File: src/verilog/ppwe_pkg.sv
package ppwe_pkg;
  localparam int CLK_MHZ = 100;
  localparam int MS_US = 1000;
  localparam int MS_CYC = MS_US * CLK_MHZ;
  localparam int TICK_MS = 5;
  localparam int GLITCH_US = 30;
  localparam int GLITCH_CYC = GLITCH_US * CLK_MHZ;
  localparam logic [6:0] HWD_RST = 7'h03;
  localparam logic [7:0] PTMO_RST = 8'h0A;
  localparam logic [7:0] DEV_A0 = 8'hA0;
  localparam logic [7:0] DEV_A2 = 8'hA2;
  localparam int MEM_DEPTH = 32;
  localparam int FIFO_DEPTH = 16;
  localparam int FIFO_WIDTH = 8;
  typedef enum logic [4:0] {
    ST_IDLE = 5'h01,
    ST_PF = 5'h02,
    ST_EV = 5'h04,
    ST_SW = 5'h08,
    ST_RA = 5'h10
  } ppwe_state_t;
endpackage

File: src/verilog/ppwe_port.sv
`timescale 1ns/1ps
module ppwe_fifo #(parameter int WIDTH = 8, parameter int DEPTH = 16) (
  input wire logic clock_in,
  input wire logic rst_in,
  input wire logic in_valid_in,
  output logic in_ready_out,
  input wire logic [WIDTH-1:0] in_data_in,
  output logic out_valid_out,
  input wire logic out_ready_in,
  output logic [WIDTH-1:0] out_data_out
);
  localparam int AW = $clog2(DEPTH);
  logic [WIDTH-1:0] mem [DEPTH];
  logic [AW:0] wp_r, rp_r;
  logic push, pop;
  assign in_ready_out = (wp_r - rp_r) != (AW+1)'(DEPTH);
  assign out_valid_out = wp_r != rp_r;
  assign out_data_out = mem[rp_r[AW-1:0]];
  assign push = in_valid_in && in_ready_out;
  assign pop = out_ready_in && out_valid_out;
  always_ff @(posedge clock_in) begin
    if (push) begin
      mem[wp_r[AW-1:0]] <= in_data_in;
    end
  end
  always_ff @(posedge clock_in or posedge rst_in) begin
    if (rst_in) begin
      wp_r <= '0;
      rp_r <= '0;
    end else begin
      if (push) wp_r <= wp_r + 1'b1;
      if (pop) rp_r <= rp_r + 1'b1;
    end
  end
endmodule // ppwe_fifo

// Behaviour
// RULE_01 - Period in 5 ms steps, zero fetches once
// RULE_02 - Fetch consecutive bytes, length 1 to 32
// RULE_03 - Target device is A0 or A2
// RULE_04 - Start begins periodic fetch, stop halts
// RULE_05 - Completion clears gate; reads served locally
// RULE_06 - Host sets gate before changing range
// RULE_07 - NACK during periodic fetch sets gate
// RULE_08 - Each port has own gate, memory, settings
// RULE_09 - Selected event input edge triggers fetch
// RULE_10 - Event fetch has own range, gate, memory
// RULE_11 - Event success raises interrupt and flag
// RULE_12 - Interrupt pending until host re-arms
// RULE_13 - Event NACK: no gate, no interrupt, armed
// RULE_14 - Event data wins on overlapping reads
// RULE_15 - Scheduled write per port or group, host free
// RULE_16 - Status shows write done or NACKed
// RULE_17 - Scheduled write preempts fetch at byte boundary (only periodic fetch here; event fetch completes first)
// RULE_18 - Watchdog NACKs host on stuck remote access
// RULE_19 - Host watchdog 3 ms default, 1-127 ms
// RULE_20 - Protocol timer returns idle, 10 ms default
// RULE_21 - Held in reset while enable low
// RULE_22 - Ignore false start/stop; filter 30 us glitches
// RULE_23 - Remote access preempts periodic, not event fetch
// RULE_24 - All config and state reset to defaults
module ppwe_port #(parameter int MS_CYC = ppwe_pkg::MS_CYC) (
  input wire logic clock_in,
  input wire logic rst_in,
  input wire logic en_in,
  input wire logic [7:0] period_in,
  input wire logic [7:0] p_off_in,
  input wire logic [5:0] p_len_in,
  input wire logic p_a2_in,
  input wire logic p_start_in,
  input wire logic p_stop_in,
  input wire logic p_gate_set_in,
  input wire logic [7:0] e_off_in,
  input wire logic [5:0] e_len_in,
  input wire logic e_a2_in,
  input wire logic e_gate_set_in,
  input wire logic [1:0] ev_sel_in,
  input wire logic ev_fall_in,
  input wire logic [2:0] ev_pin_in,
  input wire logic rearm_in,
  input wire logic cfg_wr_in,
  input wire logic [6:0] hwd_ms_in,
  input wire logic [7:0] ptmo_ms_in,
  input wire logic rd_req_in,
  input wire logic rd_a2_in,
  input wire logic [7:0] rd_addr_in,
  output logic rd_valid_out,
  output logic rd_hit_out,
  output logic [7:0] rd_data_out,
  input wire logic wr_clk_in,
  input wire logic [7:0] wr_data_in,
  output logic wr_ready_out,
  input wire logic sw_go_in,
  input wire logic sw_common_in,
  input wire logic sw_a2_in,
  input wire logic [7:0] sw_reg_in,
  output logic [1:0] sw_pstat_out,
  output logic [1:0] sw_cstat_out,
  input wire logic ra_req_in,
  output logic ra_grant_out,
  output logic host_nack_out,
  input wire logic hs_wait_in,
  output logic hs_idle_out,
  output logic ds_req_out,
  output logic ds_wr_out,
  output logic [7:0] ds_dev_out,
  output logic [7:0] ds_reg_out,
  output logic [7:0] ds_wdata_out,
  input wire logic ds_done_in,
  input wire logic ds_nack_in,
  input wire logic [7:0] ds_rdata_in,
  output logic p_gate_out,
  output logic e_gate_out,
  output logic host_int_n_out,
  output logic agg_flag_out
);
  localparam int GL = ppwe_pkg::GLITCH_CYC;
  ppwe_pkg::ppwe_state_t st_r;
  logic [1:0] en_s_r;
  logic srst_r, rst_i;
  logic [7:0] pmem [ppwe_pkg::MEM_DEPTH];
  logic [7:0] emem [ppwe_pkg::MEM_DEPTH];
  logic [16:0] ms_cnt_r;
  logic ms_tick_r, tick5_r;
  logic [2:0] five_r;
  logic running_r, pf_pend_r, ev_pend_r, sw_pend_r, armed_r, irq_r;
  logic [7:0] per_r;
  logic [5:0] idx_r;
  logic [6:0] hwd_lim_r, hwd_cnt_r;
  logic [7:0] ptmo_lim_r, ptmo_cnt_r, dwd_cnt_r;
  logic [2:0] ev_s1_r, ev_s2_r, ev_f_r;
  logic [11:0] gl_cnt_r [3];
  logic ev_prev_r;
  logic [2:0] lk_s_r;
  logic [7:0] wd_s1_r, wd_s2_r;
  logic f_valid, f_pop, f_ready;
  logic [7:0] f_data;
  logic fail, ok, last, pf_ok, pf_ng, ev_ok, ev_ng, sw_end;
  logic ev_sig, ev_trig, hwd_exp, ra_back;

  // RULE_21 enable holds reset
  always_ff @(posedge clock_in or posedge rst_in) begin
    if (rst_in) begin
      en_s_r <= 2'h0;
      srst_r <= 1'b1;
    end else begin
      en_s_r <= {en_s_r[0], en_in};
      srst_r <= ~en_s_r[1];
    end
  end
  assign rst_i = rst_in | srst_r;

  function automatic logic in_rng(input logic [7:0] a, input logic [7:0] o,
                                  input logic [5:0] n);
    logic [8:0] d;
    d = {1'b0, a} - {1'b0, o};
    in_rng = !d[8] && (d < {3'h0, n});
  endfunction

  // Millisecond and 5 ms timebase
  always_ff @(posedge clock_in or posedge rst_i) begin
    if (rst_i) begin
      ms_cnt_r <= 17'h0;
      ms_tick_r <= 1'b0;
      five_r <= 3'h0;
      tick5_r <= 1'b0;
    end else begin
      ms_tick_r <= ms_cnt_r == 17'(MS_CYC - 1);
      ms_cnt_r <= (ms_cnt_r == 17'(MS_CYC - 1)) ? 17'h0 : ms_cnt_r + 17'h1;
      tick5_r <= ms_tick_r && five_r == 3'(ppwe_pkg::TICK_MS - 1);
      if (ms_tick_r) begin
        five_r <= (five_r == 3'(ppwe_pkg::TICK_MS - 1)) ? 3'h0 : five_r + 3'h1;
      end
    end
  end

  // RULE_24 timeout settings default
  always_ff @(posedge clock_in or posedge rst_i) begin
    if (rst_i) begin
      hwd_lim_r <= ppwe_pkg::HWD_RST;
      ptmo_lim_r <= ppwe_pkg::PTMO_RST;
    end else if (cfg_wr_in) begin
      hwd_lim_r <= hwd_ms_in;
      ptmo_lim_r <= ptmo_ms_in;
    end
  end

  // RULE_22 event input filter
  for (genvar i = 0; i < 3; i++) begin : g_flt
    always_ff @(posedge clock_in or posedge rst_i) begin
      if (rst_i) begin
        ev_s1_r[i] <= 1'b0;
        ev_s2_r[i] <= 1'b0;
        ev_f_r[i] <= 1'b0;
        gl_cnt_r[i] <= 12'h0;
      end else begin
        ev_s1_r[i] <= ev_pin_in[i];
        ev_s2_r[i] <= ev_s1_r[i];
        if (ev_s2_r[i] == ev_f_r[i]) begin
          gl_cnt_r[i] <= 12'h0;
        end else if (gl_cnt_r[i] == 12'(GL - 1)) begin
          ev_f_r[i] <= ev_s2_r[i];
          gl_cnt_r[i] <= 12'h0;
        end else begin
          gl_cnt_r[i] <= gl_cnt_r[i] + 12'h1;
        end
      end
    end
  end

  // RULE_09 selected edge detect
  assign ev_sig = (ev_sel_in == 2'h0) ? ev_f_r[0] :
                  (ev_sel_in == 2'h1) ? ev_f_r[1] : ev_f_r[2];
  assign ev_trig = ev_fall_in ? (ev_prev_r && !ev_sig) : (!ev_prev_r && ev_sig);

  // Write bytes arrive on the slow link clock; the link clock is only sampled
  always_ff @(posedge clock_in or posedge rst_i) begin
    if (rst_i) begin
      lk_s_r <= 3'h0;
      wd_s1_r <= 8'h0;
      wd_s2_r <= 8'h0;
    end else begin
      lk_s_r <= {lk_s_r[1:0], wr_clk_in};
      wd_s1_r <= wr_data_in;
      wd_s2_r <= wd_s1_r;
    end
  end

  ppwe_fifo #(.WIDTH(ppwe_pkg::FIFO_WIDTH), .DEPTH(ppwe_pkg::FIFO_DEPTH)) u_fifo (
    .clock_in(clock_in),
    .rst_in(rst_i),
    .in_valid_in(lk_s_r[1] && !lk_s_r[2]),
    .in_ready_out(f_ready),
    .in_data_in(wd_s2_r),
    .out_valid_out(f_valid),
    .out_ready_in(f_pop),
    .out_data_out(f_data)
  );

  // A zero limit turns the port watchdog off instead of failing at once
  assign fail = ds_req_out && (ds_nack_in || (hwd_lim_r != 7'h0 &&
                dwd_cnt_r == {1'b0, hwd_lim_r}));
  assign ok = ds_req_out && ds_done_in && !fail;
  assign last = ({1'b0, idx_r} + 7'h1) >= {1'b0, (st_r == ppwe_pkg::ST_EV) ?
                e_len_in : p_len_in};
  assign pf_ok = st_r == ppwe_pkg::ST_PF && ok && last;
  assign pf_ng = st_r == ppwe_pkg::ST_PF && fail;
  assign ev_ok = st_r == ppwe_pkg::ST_EV && ok && last;
  assign ev_ng = st_r == ppwe_pkg::ST_EV && fail;
  assign sw_end = st_r == ppwe_pkg::ST_SW && (fail || (ok && !f_valid));
  assign f_pop = f_valid && ((st_r == ppwe_pkg::ST_IDLE && !ra_req_in &&
                 sw_pend_r) || (st_r == ppwe_pkg::ST_SW && ok));
  assign hwd_exp = hwd_lim_r != 7'h0 && hwd_cnt_r == hwd_lim_r;
  assign ra_back = st_r == ppwe_pkg::ST_PF && ok && !last && ra_req_in;

  // RULE_01 period and one-time fetch
  // RULE_04 start and stop
  always_ff @(posedge clock_in or posedge rst_i) begin
    if (rst_i) begin
      running_r <= 1'b0;
      pf_pend_r <= 1'b0;
      per_r <= 8'h0;
    end else if (p_start_in) begin
      running_r <= period_in != 8'h0;
      pf_pend_r <= 1'b1;
      per_r <= period_in;
    end else if (p_stop_in) begin
      running_r <= 1'b0;
      pf_pend_r <= 1'b0;
    end else begin
      // Pending is consumed on the cycle idle picks the fetch
      if (st_r == ppwe_pkg::ST_IDLE && !ra_req_in && !ev_pend_r &&
          !(sw_pend_r && f_valid)) pf_pend_r <= 1'b0;
      // RULE_23 restart after remote access
      if (ra_back) pf_pend_r <= 1'b1;
      if (running_r && tick5_r) begin
        if (per_r <= 8'h1) begin
          pf_pend_r <= 1'b1;
          per_r <= period_in;
        end else begin
          per_r <= per_r - 8'h1;
        end
      end
    end
  end

  // RULE_12 arm, pending irq, re-arm
  always_ff @(posedge clock_in or posedge rst_i) begin
    if (rst_i) begin
      ev_prev_r <= 1'b0;
      ev_pend_r <= 1'b0;
      armed_r <= 1'b1;
      irq_r <= 1'b0;
      sw_pend_r <= 1'b0;
    end else begin
      ev_prev_r <= ev_sig;
      if (armed_r && ev_trig) ev_pend_r <= 1'b1;
      // RULE_13 nack stays armed
      if (ev_ok || ev_ng) ev_pend_r <= 1'b0;
      if (rearm_in) begin
        armed_r <= 1'b1;
        irq_r <= 1'b0;
      end
      // RULE_11 interrupt on success
      if (ev_ok) begin
        armed_r <= 1'b0;
        irq_r <= 1'b1;
      end
      // RULE_15 host released after go
      if (sw_go_in) sw_pend_r <= 1'b1;
      else if (sw_end) sw_pend_r <= 1'b0;
    end
  end

  // Downstream engine
  always_ff @(posedge clock_in or posedge rst_i) begin
    if (rst_i) begin
      st_r <= ppwe_pkg::ST_IDLE;
      idx_r <= 6'h0;
      ds_req_out <= 1'b0;
      ds_wr_out <= 1'b0;
      ds_dev_out <= ppwe_pkg::DEV_A0;
      ds_reg_out <= 8'h0;
      ds_wdata_out <= 8'h0;
      ra_grant_out <= 1'b0;
      host_nack_out <= 1'b0;
    end else begin
      host_nack_out <= 1'b0;
      unique case (st_r)
        ppwe_pkg::ST_IDLE: begin
          idx_r <= 6'h0;
          if (ra_req_in) begin
            st_r <= ppwe_pkg::ST_RA;
            ra_grant_out <= 1'b1;
          end else if (sw_pend_r && f_valid) begin
            st_r <= ppwe_pkg::ST_SW;
            ds_req_out <= 1'b1;
            ds_wr_out <= 1'b1;
            ds_dev_out <= sw_a2_in ? ppwe_pkg::DEV_A2 : ppwe_pkg::DEV_A0;
            ds_reg_out <= sw_reg_in;
            ds_wdata_out <= f_data;
          end else if (ev_pend_r) begin
            // RULE_10 event range and device
            st_r <= ppwe_pkg::ST_EV;
            ds_req_out <= 1'b1;
            ds_wr_out <= 1'b0;
            ds_dev_out <= e_a2_in ? ppwe_pkg::DEV_A2 : ppwe_pkg::DEV_A0;
            ds_reg_out <= e_off_in;
          end else if (pf_pend_r) begin
            // RULE_03 device select
            st_r <= ppwe_pkg::ST_PF;
            ds_req_out <= 1'b1;
            ds_wr_out <= 1'b0;
            ds_dev_out <= p_a2_in ? ppwe_pkg::DEV_A2 : ppwe_pkg::DEV_A0;
            ds_reg_out <= p_off_in;
          end
        end
        ppwe_pkg::ST_PF, ppwe_pkg::ST_EV: begin
          // RULE_02 consecutive bytes
          // RULE_17 preempt at byte boundary
          if (fail || (ok && (last || (st_r == ppwe_pkg::ST_PF &&
              (ra_req_in || sw_pend_r))))) begin
            st_r <= ppwe_pkg::ST_IDLE;
            ds_req_out <= 1'b0;
          end else if (ok) begin
            idx_r <= idx_r + 6'h1;
            ds_reg_out <= ds_reg_out + 8'h1;
          end
        end
        ppwe_pkg::ST_SW: begin
          if (sw_end) begin
            st_r <= ppwe_pkg::ST_IDLE;
            ds_req_out <= 1'b0;
          end else if (ok) begin
            ds_reg_out <= ds_reg_out + 8'h1;
            ds_wdata_out <= f_data;
          end
        end
        ppwe_pkg::ST_RA: begin
          // RULE_18 watchdog ends remote access
          if (!ra_req_in || hwd_exp) begin
            st_r <= ppwe_pkg::ST_IDLE;
            ra_grant_out <= 1'b0;
            host_nack_out <= hwd_exp;
          end
        end
        default: begin
          st_r <= ppwe_pkg::ST_IDLE;
          ds_req_out <= 1'b0;
          ra_grant_out <= 1'b0;
        end
      endcase
    end
  end

  // RULE_19 host and port watchdogs
  always_ff @(posedge clock_in or posedge rst_i) begin
    if (rst_i) begin
      hwd_cnt_r <= 7'h0;
      dwd_cnt_r <= 8'h0;
    end else begin
      if (st_r != ppwe_pkg::ST_RA || hwd_lim_r == 7'h0) hwd_cnt_r <= 7'h0;
      else if (ms_tick_r && !hwd_exp) hwd_cnt_r <= hwd_cnt_r + 7'h1;
      // Port timer restarts per byte; zero limit leaves it off
      if (!ds_req_out || ds_done_in || hwd_lim_r == 7'h0) dwd_cnt_r <= 8'h0;
      else if (ms_tick_r) dwd_cnt_r <= dwd_cnt_r + 8'h1;
    end
  end

  // RULE_20 protocol timeout
  // RULE_22 stray start/stop never arms this timer alone
  always_ff @(posedge clock_in or posedge rst_i) begin
    if (rst_i) begin
      ptmo_cnt_r <= 8'h0;
      hs_idle_out <= 1'b0;
    end else begin
      hs_idle_out <= hs_wait_in && ms_tick_r && ptmo_cnt_r + 8'h1 >= ptmo_lim_r;
      if (!hs_wait_in || hs_idle_out) ptmo_cnt_r <= 8'h0;
      else if (ms_tick_r) ptmo_cnt_r <= ptmo_cnt_r + 8'h1;
    end
  end

  // RULE_08 per-port memories
  always_ff @(posedge clock_in) begin
    if (st_r == ppwe_pkg::ST_PF && ok) pmem[idx_r[4:0]] <= ds_rdata_in;
    if (st_r == ppwe_pkg::ST_EV && ok) emem[idx_r[4:0]] <= ds_rdata_in;
  end

  // RULE_05 gate clear on completion
  // RULE_07 nack sets gate
  // RULE_06 host sets gate
  always_ff @(posedge clock_in or posedge rst_i) begin
    if (rst_i) begin
      p_gate_out <= 1'b1;
      e_gate_out <= 1'b1;
    end else begin
      if (pf_ok) p_gate_out <= 1'b0;
      else if (pf_ng || p_gate_set_in) p_gate_out <= 1'b1;
      if (ev_ok) e_gate_out <= 1'b0;
      else if (e_gate_set_in) e_gate_out <= 1'b1;
    end
  end

  // RULE_16 write status
  // RULE_14 event data first
  always_ff @(posedge clock_in or posedge rst_i) begin
    if (rst_i) begin
      sw_pstat_out <= 2'h0;
      sw_cstat_out <= 2'h0;
      rd_valid_out <= 1'b0;
      rd_hit_out <= 1'b0;
      rd_data_out <= 8'h0;
      host_int_n_out <= 1'b1;
      agg_flag_out <= 1'b0;
      wr_ready_out <= 1'b0;
    end else begin
      wr_ready_out <= f_ready;
      host_int_n_out <= !(irq_r || ev_ok);
      agg_flag_out <= irq_r || ev_ok;
      if (sw_end && !sw_common_in) sw_pstat_out <= {fail, !fail};
      if (sw_end && sw_common_in) sw_cstat_out <= {fail, !fail};
      rd_valid_out <= rd_req_in;
      rd_hit_out <= 1'b0;
      rd_data_out <= 8'h0;
      if (rd_req_in && !e_gate_out && rd_a2_in == e_a2_in &&
          in_rng(rd_addr_in, e_off_in, e_len_in)) begin
        rd_hit_out <= 1'b1;
        rd_data_out <= emem[5'(rd_addr_in - e_off_in)];
      end else if (rd_req_in && !p_gate_out && rd_a2_in == p_a2_in &&
                   in_rng(rd_addr_in, p_off_in, p_len_in)) begin
        rd_hit_out <= 1'b1;
        rd_data_out <= pmem[5'(rd_addr_in - p_off_in)];
      end
    end
  end

  chk_gate_clear_done: assert property ( // RULE_05
    @(posedge clock_in) disable iff (rst_i) pf_ok |=> !p_gate_out)
    else $error("gate not cleared");
  chk_nack_gate_set: assert property ( // RULE_07
    @(posedge clock_in) disable iff (rst_i) pf_ng |=> p_gate_out)
    else $error("gate not set on nack");
  chk_irq_on_event: assert property ( // RULE_11
    @(posedge clock_in) disable iff (rst_i)
    ev_ok |=> !host_int_n_out && agg_flag_out && !armed_r)
    else $error("no interrupt");
  chk_irq_stays_pending: assert property ( // RULE_12
    @(posedge clock_in) disable iff (rst_i) irq_r && !rearm_in |=> irq_r)
    else $error("irq dropped");
  chk_event_nack_quiet: assert property ( // RULE_13
    @(posedge clock_in) disable iff (rst_i)
    ev_ng && !rearm_in && !e_gate_set_in |=> $stable(irq_r) && armed_r &&
    $stable(e_gate_out)) else $error("event nack side effect");
  chk_write_preempts: assert property ( // RULE_17
    @(posedge clock_in) disable iff (rst_i)
    st_r == ppwe_pkg::ST_PF && ok && sw_pend_r && f_valid |=>
    st_r == ppwe_pkg::ST_IDLE ##1 st_r != ppwe_pkg::ST_PF)
    else $error("fetch not preempted");
  chk_watchdog_nack: assert property ( // RULE_18
    @(posedge clock_in) disable iff (rst_i)
    st_r == ppwe_pkg::ST_RA && hwd_exp |=> host_nack_out && !ra_grant_out)
    else $error("watchdog missed");
  chk_filter_glitch: assert property ( // RULE_22
    @(posedge clock_in) disable iff (rst_i)
    $changed(ev_f_r[2]) |-> $past(gl_cnt_r[2]) == 12'(GL - 1))
    else $error("glitch passed");
endmodule // ppwe_port

File: config.mk
export PLATFORM = sky130hd
export DESIGN_NAME = ppwe_port
export DESIGN_NICKNAME = d
export VERILOG_FILES = /design/src/verilog/ppwe_pkg.sv /design/src/verilog/ppwe_port.sv
export SDC_FILE = /design/constraint.sdc
export NUM_CORES = 1
export LEC_CHECK = 0
export BUFFER_PORTS_ARGS = -buffer_cell sky130_fd_sc_hd__buf_2
export CORE_ASPECT_RATIO = 2
export CORE_UTILIZATION = 64
export CTS_BUF_LIST = sky130_fd_sc_hd__clkbuf_8
export CTS_CLUSTER_DIAMETER = 120
export CTS_CLUSTER_SIZE = 24
export DETAILED_ROUTE_END_ITERATION = 7
export GPL_ROUTABILITY_DRIVEN = 0
export GPL_TIMING_DRIVEN = 0
export PLACE_DENSITY_LB_ADDON = 0.08
export SLEW_MARGIN = 10
export SYNTH_ARGS = -nofsm -noshare
export SYNTH_HDL_FRONTEND = slang
export SYNTH_HIERARCHICAL = 1
export SYNTH_SLANG_ARGS = --single-unit
File: constraint.sdc
create_clock -name clock_in -period 14.72 [get_ports clock_in]
set_input_delay 0.736 -clock clock_in [delete_from_list [all_inputs] [get_ports clock_in]]
set_output_delay 0.736 -clock clock_in [all_outputs]
set_load 0.01 [all_outputs]
; Word level (Yosys, flattened, before mapping)
; Memories as Yosys holds them, arrays and structs flattened.
; Cells that the tools add are included.
[op_classes]
magnitude_cmp = 5
muxes = 96
n_bitwise = 8
eq_ne = 34
n_addsub = 19
reduce_logical = 108
[ops]
columns = operator, n
row1 = 8-bit two-way mux, 24
row2 = 12-bit two-way mux, 6
row3 = 1-bit logical AND, 45
row4 = 1-bit two-way mux, 43
row5 = "12-bit by 1-bit adder with 12-bit output, second input constant", 3
row6 = "12-bit equality test, second input constant", 3
row7 = 5-bit two-way mux, 7
row8 = "8-bit by 1-bit adder with 8-bit output, second input constant", 3
row9 = 8-bit one-hot mux with 3 select lines, 1
row10 = 2-bit nonzero test, 12
row11 = "2-bit inequality test, second input constant", 10
row12 = 5-bit one-hot mux with 4 select lines, 1
row13 = 1-bit logical NOT, 18
row14 = 9-bit by 6-bit less-than comparator with 1-bit output, 2
row15 = 6-bit two-way mux, 3
row16 = 8-bit by 8-bit subtractor with 9-bit output, 2
row17 = "17-bit by 1-bit adder with 17-bit output, second input constant", 1
row18 = "17-bit equality test, second input constant", 1
row19 = 17-bit two-way mux, 1
row20 = 8-bit one-hot mux with 2 select lines, 1
row21 = 5-bit AND reduction, 3
row22 = 5-bit subtractor, 3
row23 = 1-bit logical OR, 14
row24 = 7-bit two-way mux, 2
row25 = other kinds (41), 61
[word_totals]
memories = 3
output_inout_bits = 48
mem_bits_rw = 640
input_bits = 110
elab_cells = 329
register_bits = 211
[mem_list]
columns = name, depth, word_bits, rd, rd_clocked_by_memory_dff, wr, line_no
row1 = emem, 32, 8, 1, 0, 1, ppwe_port.sv:122  ; logic [7:0] emem [ppwe_pkg::MEM_DEPTH];
row2 = pmem, 32, 8, 1, 0, 1, ppwe_port.sv:121  ; logic [7:0] pmem [ppwe_pkg::MEM_DEPTH];
row3 = u_fifo.mem, 16, 8, 1, 0, 1, ppwe_port.sv:13  ; logic [WIDTH-1:0] mem [DEPTH];

; Longest topological paths before layout
; Gate-level depths: netlist of run 1.
[depth]
depth_word = 14
mapped_depth = 14

; Modules after synthesis
; The synthesis of run 1 kept the hierarchy.
[modules_own_cells]
columns = module, cells_per_inst, area_per_inst_um2, instances, seq_area_each_um2
row1 = ppwe_port, 1905, 30026.3, 1, 20241.9
row2 = ppwe_fifo, 328, 5839.4, 1, 4093.9

; Worst setup path before layout of run 1
; Ideal clock, no wire load.
[synth_path]
path_kind = input port to flip-flop
from = in rd_addr_in[0]
to = reg rd_data_out[0]
arrival_ps = 3825
path_stages = 14
setup_slack_ps = 10815
n_path_buf = 2
required_time_ps = 14641
cell_sequence = inv_1 ha_1 fa_1 xor2_1 buf_6 inv_1 ha_1 a21oi_1 nand2_1 a211oi_1 nor2_1 nor4_1 buf_2 mux2i_1
[synth_via]
elab_chain_len = 6
elab_cells_between_ends = 16
classes_between = add/sub (4) / order compare (2) / mux (2) / reduce/logical (6) / memory (2)
[synth_lines]
columns = element, line_no
row1 = start: declaration, ppwe_port.sv:86  ; input wire logic [7:0] rd_addr_in,
row2 = 8-bit by 8-bit subtractor with 9-bit output, ppwe_port.sv:156  ; d = {1'b0, a} - {1'b0, o};
row3 = 9-bit by 6-bit less-than comparator with 1-bit output or 1-bit logical NOT (tied branches), ppwe_port.sv:157  ; in_rng = !d[8] && (d < {3'h0, n});
row4 = 1-bit logical AND, ppwe_port.sv:157
row5 = 1-bit logical AND, ppwe_port.sv:469  ; end else if (rd_req_in && !p_gate_out && rd_a2_in == p_a2_in &&
row6 = 8-bit two-way mux, ppwe_port.sv:469
row7 = 8-bit two-way mux *, ppwe_port.sv:465  ; if (rd_req_in && !e_gate_out && rd_a2_in == e_a2_in &&
row8 = end signal: assignment, ppwe_port.sv:468  ; rd_data_out <= emem[5'(rd_addr_in - e_off_in)];
row9 = end signal: assignment, ppwe_port.sv:472  ; rd_data_out <= pmem[5'(rd_addr_in - p_off_in)];
row10 = end: declaration, ppwe_port.sv:89  ; output logic [7:0] rd_data_out,
; Mark *: on every way between the ends. The rest lies on a longest branch, timed or not.
; A chain may end at the register's enable or synchronous reset.

; Worst setup path after layout of run 1
[layout_path]
from = in rd_addr_in[0]
to = reg rd_data_out[2]
; Same word-level chain as after synthesis.

==> results.json, run 1 <==
{
  "outcome": "complete, no violations",
  "ys.flop_type": "edfxtp_1",
  "peakVddDrop_v": 0.000114,
  "dr.pass1.iters": 6,
  "crit_chain": "buf_2, inv_1, ha_1, fa_1, clkbuf_1, buf_1, inv_1, ha_1, a21boi_0, o21ai_0, a21oi_1, nor3_1, o2111a_1, o2111ai_1, mux2i_1",
  "grt_util_all_layers": 0.301,
  "synth_seq_area_share": 0.679,
  "antenna_found_initial": 11,
  "relSlewSlack": 0.149,
  "grt_first_pass_wirelength_um": 125000,
  "initial_core_util": 0.647,
  "synth-simple-area-share": 0.0737,
  "syn_inst": 2233,
  "drtIter0Drc": 1727,
  "dieHeight_um": 337,
  "yosys_warnings": 6,
  "hold_violations": 0,
  "clkLatencyLatePin_ps": 690,
  "syn_to_final_growth_pct": 7.70,
  "final_cell_mix": "edfxtp_1, nor2_1, dfrtp_1, mux4_2, buf_2",
  "yosys.area.top_type_share": 0.536,
  "syn_avg_cell_area_um2": 16.1,
  "period_share": 0.298,
  "antenna_left": 0,
  "synthMuxAreaShare": 0.136,
  "p_leak_nw": 14.0,
  "synth_top_family_by_area": "multiplexers",
  "fillers": 3644,
  "start_kind": "input pin",
  "setup_viol": 0,
  "nets": 2620,
  "clk_pin_slew_ps": 160,
  "post-cts-setup-buffers": 0,
  "viasPerCell": 6.22,
  "final_layout_size_suffix_gt1_frac": 0.209,
  "die_area_um2": 57000,
  "max_freq_mhz": 228,
  "grt_pass1_vias": 20882,
  "crit_path_max_fanout": 10,
  "cp_slowest_cell": "buf_1",
  "min_period_ps": 4390,
  "finClkSkew_ps": 57.4,
  "coreArea_um2": 55400,
  "synth_edf_count": 640,
  "worst_hold_slack_ps": 140,
  "dp_hpwl_um": 61600,
  "rows": 122,
  "wl_um": 83200,
  "worst_pin_slew_ps": 1280,
  "yosys.area.top_type": "edfxtp_1",
  "cts_tree": "done",
  "cts_sinks": 844,
  "synthArstFlopShare": 0.242,
  "cap_violations": 0,
  "synth_xor_area_frac": 0.0270,
  "criticalPathCategory": "in2reg",
  "arrival_ps": 4980,
  "die_w_um": 169,
  "clock-root-buffer": "clkbuf_8",
  "drc": 0,
  "ys_ff_latch": 844,
  "power.density_nw_per_um2": 109,
  "synth.distinct_cells": 82,
  "clockBufferDepth": 3,
  "synth_compound_area_frac": 0.0396,
  "synth.area.top_cells": "edfxtp_1, dfrtp_1, mux4_2",
  "ctsHtreeMaxLevel": 2,
  "numPortBuffers": 150,
  "grt_max_degree": 65,
  "synthAdderAreaFrac": 0.0238,
  "cts_made_buffers": 41,
  "slew_violations": 0,
  "ioPinCount": 158,
  "vias": 20079,
  "synth_area_um2": 35900,
  "slowest_delay_ps": 600,
  "required_ps": 15310,
  "crit_path_end_kind": "flip-flop",
  "dp.cells": 3142,
  "wire_per_inst_um": 25.8,
  "hp-class": "in2reg",
  "grt_overflow_total": 0,
  "rsz0062_at_grt": "no",
  "layout_commonest_cell": "edfxtp_1",
  "final_cells": 3229
}
==> layer usage <==
| layer | GRT usage | vias to the layer above | share of wire | wire length, um |
|---|---|---|---|---|
| met5 | 0 | - | 0.00060 | 50 |
| met4 | 0.153 | 8 | 0.054 | 4530 |
| met3 | 0.0416 | 209 | 0.057 | 4780 |
| li1 | - | 8896 | - | - |
| met1 | 0.332 | 10231 | 0.34 | 28000 |
| met2 | 0.562 | 735 | 0.55 | 45800 |
==> sequential cells by signal, summed over array words and instances, names as in the netlist, 7 cells and up <==
name,count
gl_cnt_r,36
pmem,256
hwd_cnt_r,7
hwd_lim_r,7
ptmo_lim_r,8
u_fifo/mem,128
ptmo_cnt_r,8
wd_s2_r,8
rd_data_out,8
wd_s1_r,8
dwd_cnt_r,8
emem,256
ms_cnt_r,17
per_r,8
ds_reg_out,8
ds_wdata_out,8
==> report_power, final <==
group / leakage [nW] / internal (mW) / total [mW] / switching (mW)
Combinational: 5.14 / 0.237 / 0.594 / 0.358
Clock: 0.479 / 0.281 / 0.968 / 0.687
Sequential: 8.42 / 2.61 / 2.64 / 0.0312
Total: 14.0 / 3.12 / 4.20 / 1.08
==> cell type report <==
type	instances	area [um^2]	area share
buffer	88	457	0.0118
clock buffer	43	592	0.0153
antenna	10	25.0	0.000648
clock inverter	32	140	0.00363
sequential	844	24300	0.630
tap	744	931	0.0241
multi-input combinational	1226	10900	0.282
timing repair buffer	162	971	0.0251
inverter	80	300	0.00777
==> metrics by stage <==
| stage | instance area, um^2 | TNS, ps | setup slack [ps] | total power [mW] | utilization |
|---|---|---|---|---|---|
| floorplan | 35900 | 0 | 2590 | 3.06 | - |
| global placement | 37600 | -368990 | -2080 | 3.24 | 0.678 |
| detailed placement | 37800 | 0 | 9690 | 3.28 | 0.683 |
| CTS | 38600 | 0 | 10390 | 4.21 | 0.696 |
| global route | 38600 | 0 | 10210 | 4.33 | 0.697 |
| finish | 38600 | 0 | 10330 | 4.20 | 0.697 |
==> what timing repair did <==
item / in CTS / in global routing
resized for setup: 0 / 0
hold endpoints to repair: 2 / 0
hold buffers: 1 / 0
==> final timing paths <==
| check | start | end | slack [ps] | depth (start not counted) |
|---|---|---|---|---|
| worst max-delay path | rd_addr_in[0] | rd_data_out[2]$_DFF_PP0_ | 10330 | 15 |
| worst min-delay path | wr_clk_in | lk_s_r[0]$_DFF_PP0_ | 140 | 1 |
| worst max register to register | u_fifo/rp_r[2]$_DFFE_PP0P_ | u_fifo/mem[10][3]$_DFFE_PP_ | 10690 | 11 |
| worst min register to register | en_s_r[1]$_DFF_PP0_ | srst_r$_DFF_PP1_ | 370 | 1 |
| max in group asynchronous | rst_in | u_fifo/rp_r[3]$_DFFE_PP0P_ | 12740 | 7 |
| min in group asynchronous | srst_r$_DFF_PP1_ | ms_cnt_r[11]$_DFF_PP0_ | 380 | 1 |
==> synthesized netlist by cell type (all sizes together), types with 19 or more instances <==
library cell    n
clkbuf         35
dfrtp         194
nand3          69
xor2           64
ha             65
mux2i          54
inv            78
nor2          204
mux2           33
nand2         132
nor3           31
a21oi          65
buf            53
nor4           19
o21ai          67
xnor2          44
and3           27
edfxtp        640
mux4          176
==> worst max-delay path, delay by kind of cell <==
family / cells / cell delay, ps
adders and majority gates: 3 / 1080
and+or+nand+nor: 1 / 210
muxes: 1 / 230
buffers and inverters: 5 / 1500
AOI/OAI and AO/OA: 5 / 1230
==> cell families (layout without fill, tap and decap cells) <==
logic type	Yosys count	count (layout)
xor+xnor	108	108
mux	263	263
other cells	2	17
buf+inv	168	405
flops	844	844
compound gates	218	218
simple gates	563	563
fa+ha+maj	67	67
Power figures use the tool's default switching activity.
==> run 2: changes to the inputs <==
==> constraint.sdc (replaced) <==
create_clock -name clock_in -period 4.6 [get_ports clock_in]
set_input_delay 0.23 -clock clock_in [delete_from_list [all_inputs] [get_ports clock_in]]
set_output_delay 0.23 -clock clock_in [all_outputs]
set_load 0.01 [all_outputs]
==> results.json, run 2 (synthesized netlist as in run 1, its figures left out) <==
{
  "cts_sinks": 844,
  "numPortBuffers": 150,
  "sw_frac_of_total": 0.256,
  "dp.cells": 3141,
  "ioPinCount": 158,
  "grt_max_degree": 65,
  "grt_util_all_layers": 0.305,
  "drc": 0,
  "power_frac_comb": 0.145,
  "viasPerCell": 6.20,
  "criticalPathCategory": "reg2reg",
  "power.density_nw_per_um2": 343,
  "hp-class": "in2reg",
  "crit_path_max_fanout": 10,
  "initial_core_util": 0.647,
  "cp_slowest_cell": "dlygate4sd3_1",
  "grt_first_pass_wirelength_um": 126000,
  "rsz0062_at_grt": "no",
  "final_layout_size_suffix_gt1_frac": 0.204,
  "nets": 2685,
  "max_freq_mhz": 233,
  "layout_commonest_cell": "edfxtp_1",
  "arrival_ps": 4870,
  "clockBufferDepth": 3,
  "finalPower_mw": 13.5,
  "final_cells": 3290,
  "cts_made_buffers": 41,
  "antenna_left": 0,
  "ctsHtreeMaxLevel": 2,
  "cap_violations": 0,
  "crit_chain": "buf_2, buf_2, clkinv_1, ha_1, buf_6, nand3_1, nand2_1, clkbuf_1, nand3_1, a32o_1, a21oi_1, o21bai_1, dlygate4sd3_1",
  "required_ps": 5190,
  "coreArea_um2": 55400,
  "cts_tree": "done",
  "slowest_delay_ps": 560,
  "finalSetupTns_ps": 0,
  "dp_hpwl_um": 62200,
  "die_w_um": 169,
  "antenna_found_initial": 6,
  "crit_path_end_kind": "flip-flop",
  "clockPowerShare": 0.229,
  "start_kind": "flip-flop",
  "dr.pass1.iters": 6,
  "relSlewSlack": 0.194,
  "drtIter0Drc": 1733,
  "setup_viol": 0,
  "cts_resized": 0,
  "internal_power_mw": 10.0,
  "die_area_um2": 57000,
  "clkLatencyLatePin_ps": 710,
  "post-cts-setup-buffers": 0,
  "finClkSkew_ps": 63.7,
  "p_switching_mw": 3.44,
  "worst_pin_slew_ps": 1210,
  "wl_um": 84100,
  "hold_violations": 0,
  "syn_to_final_growth_pct": 9.47,
  "min_period_ps": 4290,
  "wire_per_inst_um": 25.6,
  "rows": 122,
  "dieHeight_um": 337,
  "peakVddDrop_v": 0.000449,
  "slew_violations": 0,
  "grt_pass1_vias": 21151,
  "final_util": 0.709,
  "final_cell_mix": "edfxtp_1, nor2_1, dfrtp_1, mux4_2, buf_2",
  "grt_overflow_total": 0,
  "outcome": "complete, no violations",
  "clk_pin_slew_ps": 140,
  "period_share": 0.932,
  "p_leak_nw": 14.3,
  "clock-root-buffer": "clkbuf_8",
  "p_seq_frac": 0.626,
  "vias": 20388
}
## run 2: through the flow
stage	instance area (um^2)	hold slack, ps	setup slack, ps
finish	39300	16.2	312
global route	39300	12.1	139
CTS	39100	1.48	261
detailed placement	37800	128	159
global placement	37600	121	-1090
floorplan	35900	-17.1	467
## run 2: cell type report
class	count	area, um^2
sequential	844	24300
fill	3654	16100
multi-input combinational	1226	10900
timing repair buffer	227	1620
tap	744	931
clock buffer	43	592
buffer	88	457
inverter	80	300
clock inverter	33	144
antenna	5	12.5
## run 2: final timing paths
check	start	end	slack, ps	depth (start not counted)
max reg2reg	u_fifo/rp_r[2]$_DFFE_PP0P_	pf_pend_r$_DFF_PP0_	310	13
min reg2reg	wd_s1_r[2]$_DFF_PP0_	wd_s2_r[2]$_DFF_PP0_	370	0
max	u_fifo/rp_r[2]$_DFFE_PP0P_	pf_pend_r$_DFF_PP0_	310	13
min in group asynchronous	rst_in	ptmo_lim_r[4]$_DFFE_PP0P_	320	3
max in group asynchronous	srst_r$_DFF_PP1_	u_fifo/rp_r[0]$_DFFE_PP0P_	2520	6
min	ds_rdata_in[4]	pmem[29][4]$_DFFE_PP_	20	1
## run 2: critical path: cells and delay by family (launching register included)
family          cells  cell delay (ps)
compound gates      3              640
simple gates        3              620
buf+inv             6             2130
flops               1              350
fa+ha+maj           1              420
## run 2: layer usage
layer / global-route usage / share of wire
met1: 0.335 / 0.34
met2: 0.564 / 0.55
met3: 0.0353 / 0.053
met4: 0.177 / 0.063
met5: 0 / 0.00027
## run 2: power groups by stage
stage                     sequential [mW]  combinational, mW  clock (mW)
after detailed placement             8.60               1.88           0
after CTS                            8.44               1.93        3.15
after floorplan                      8.57               1.23           0
after global routing                 8.45               2.07        3.38
after global placement               8.59               1.78           0
final                                8.44               1.95        3.08
## run 2: what timing repair did
item	CTS	global route
hold buffers	62	2
hold endpoints to repair	83	9
endpoints found under the setup margin	0	0
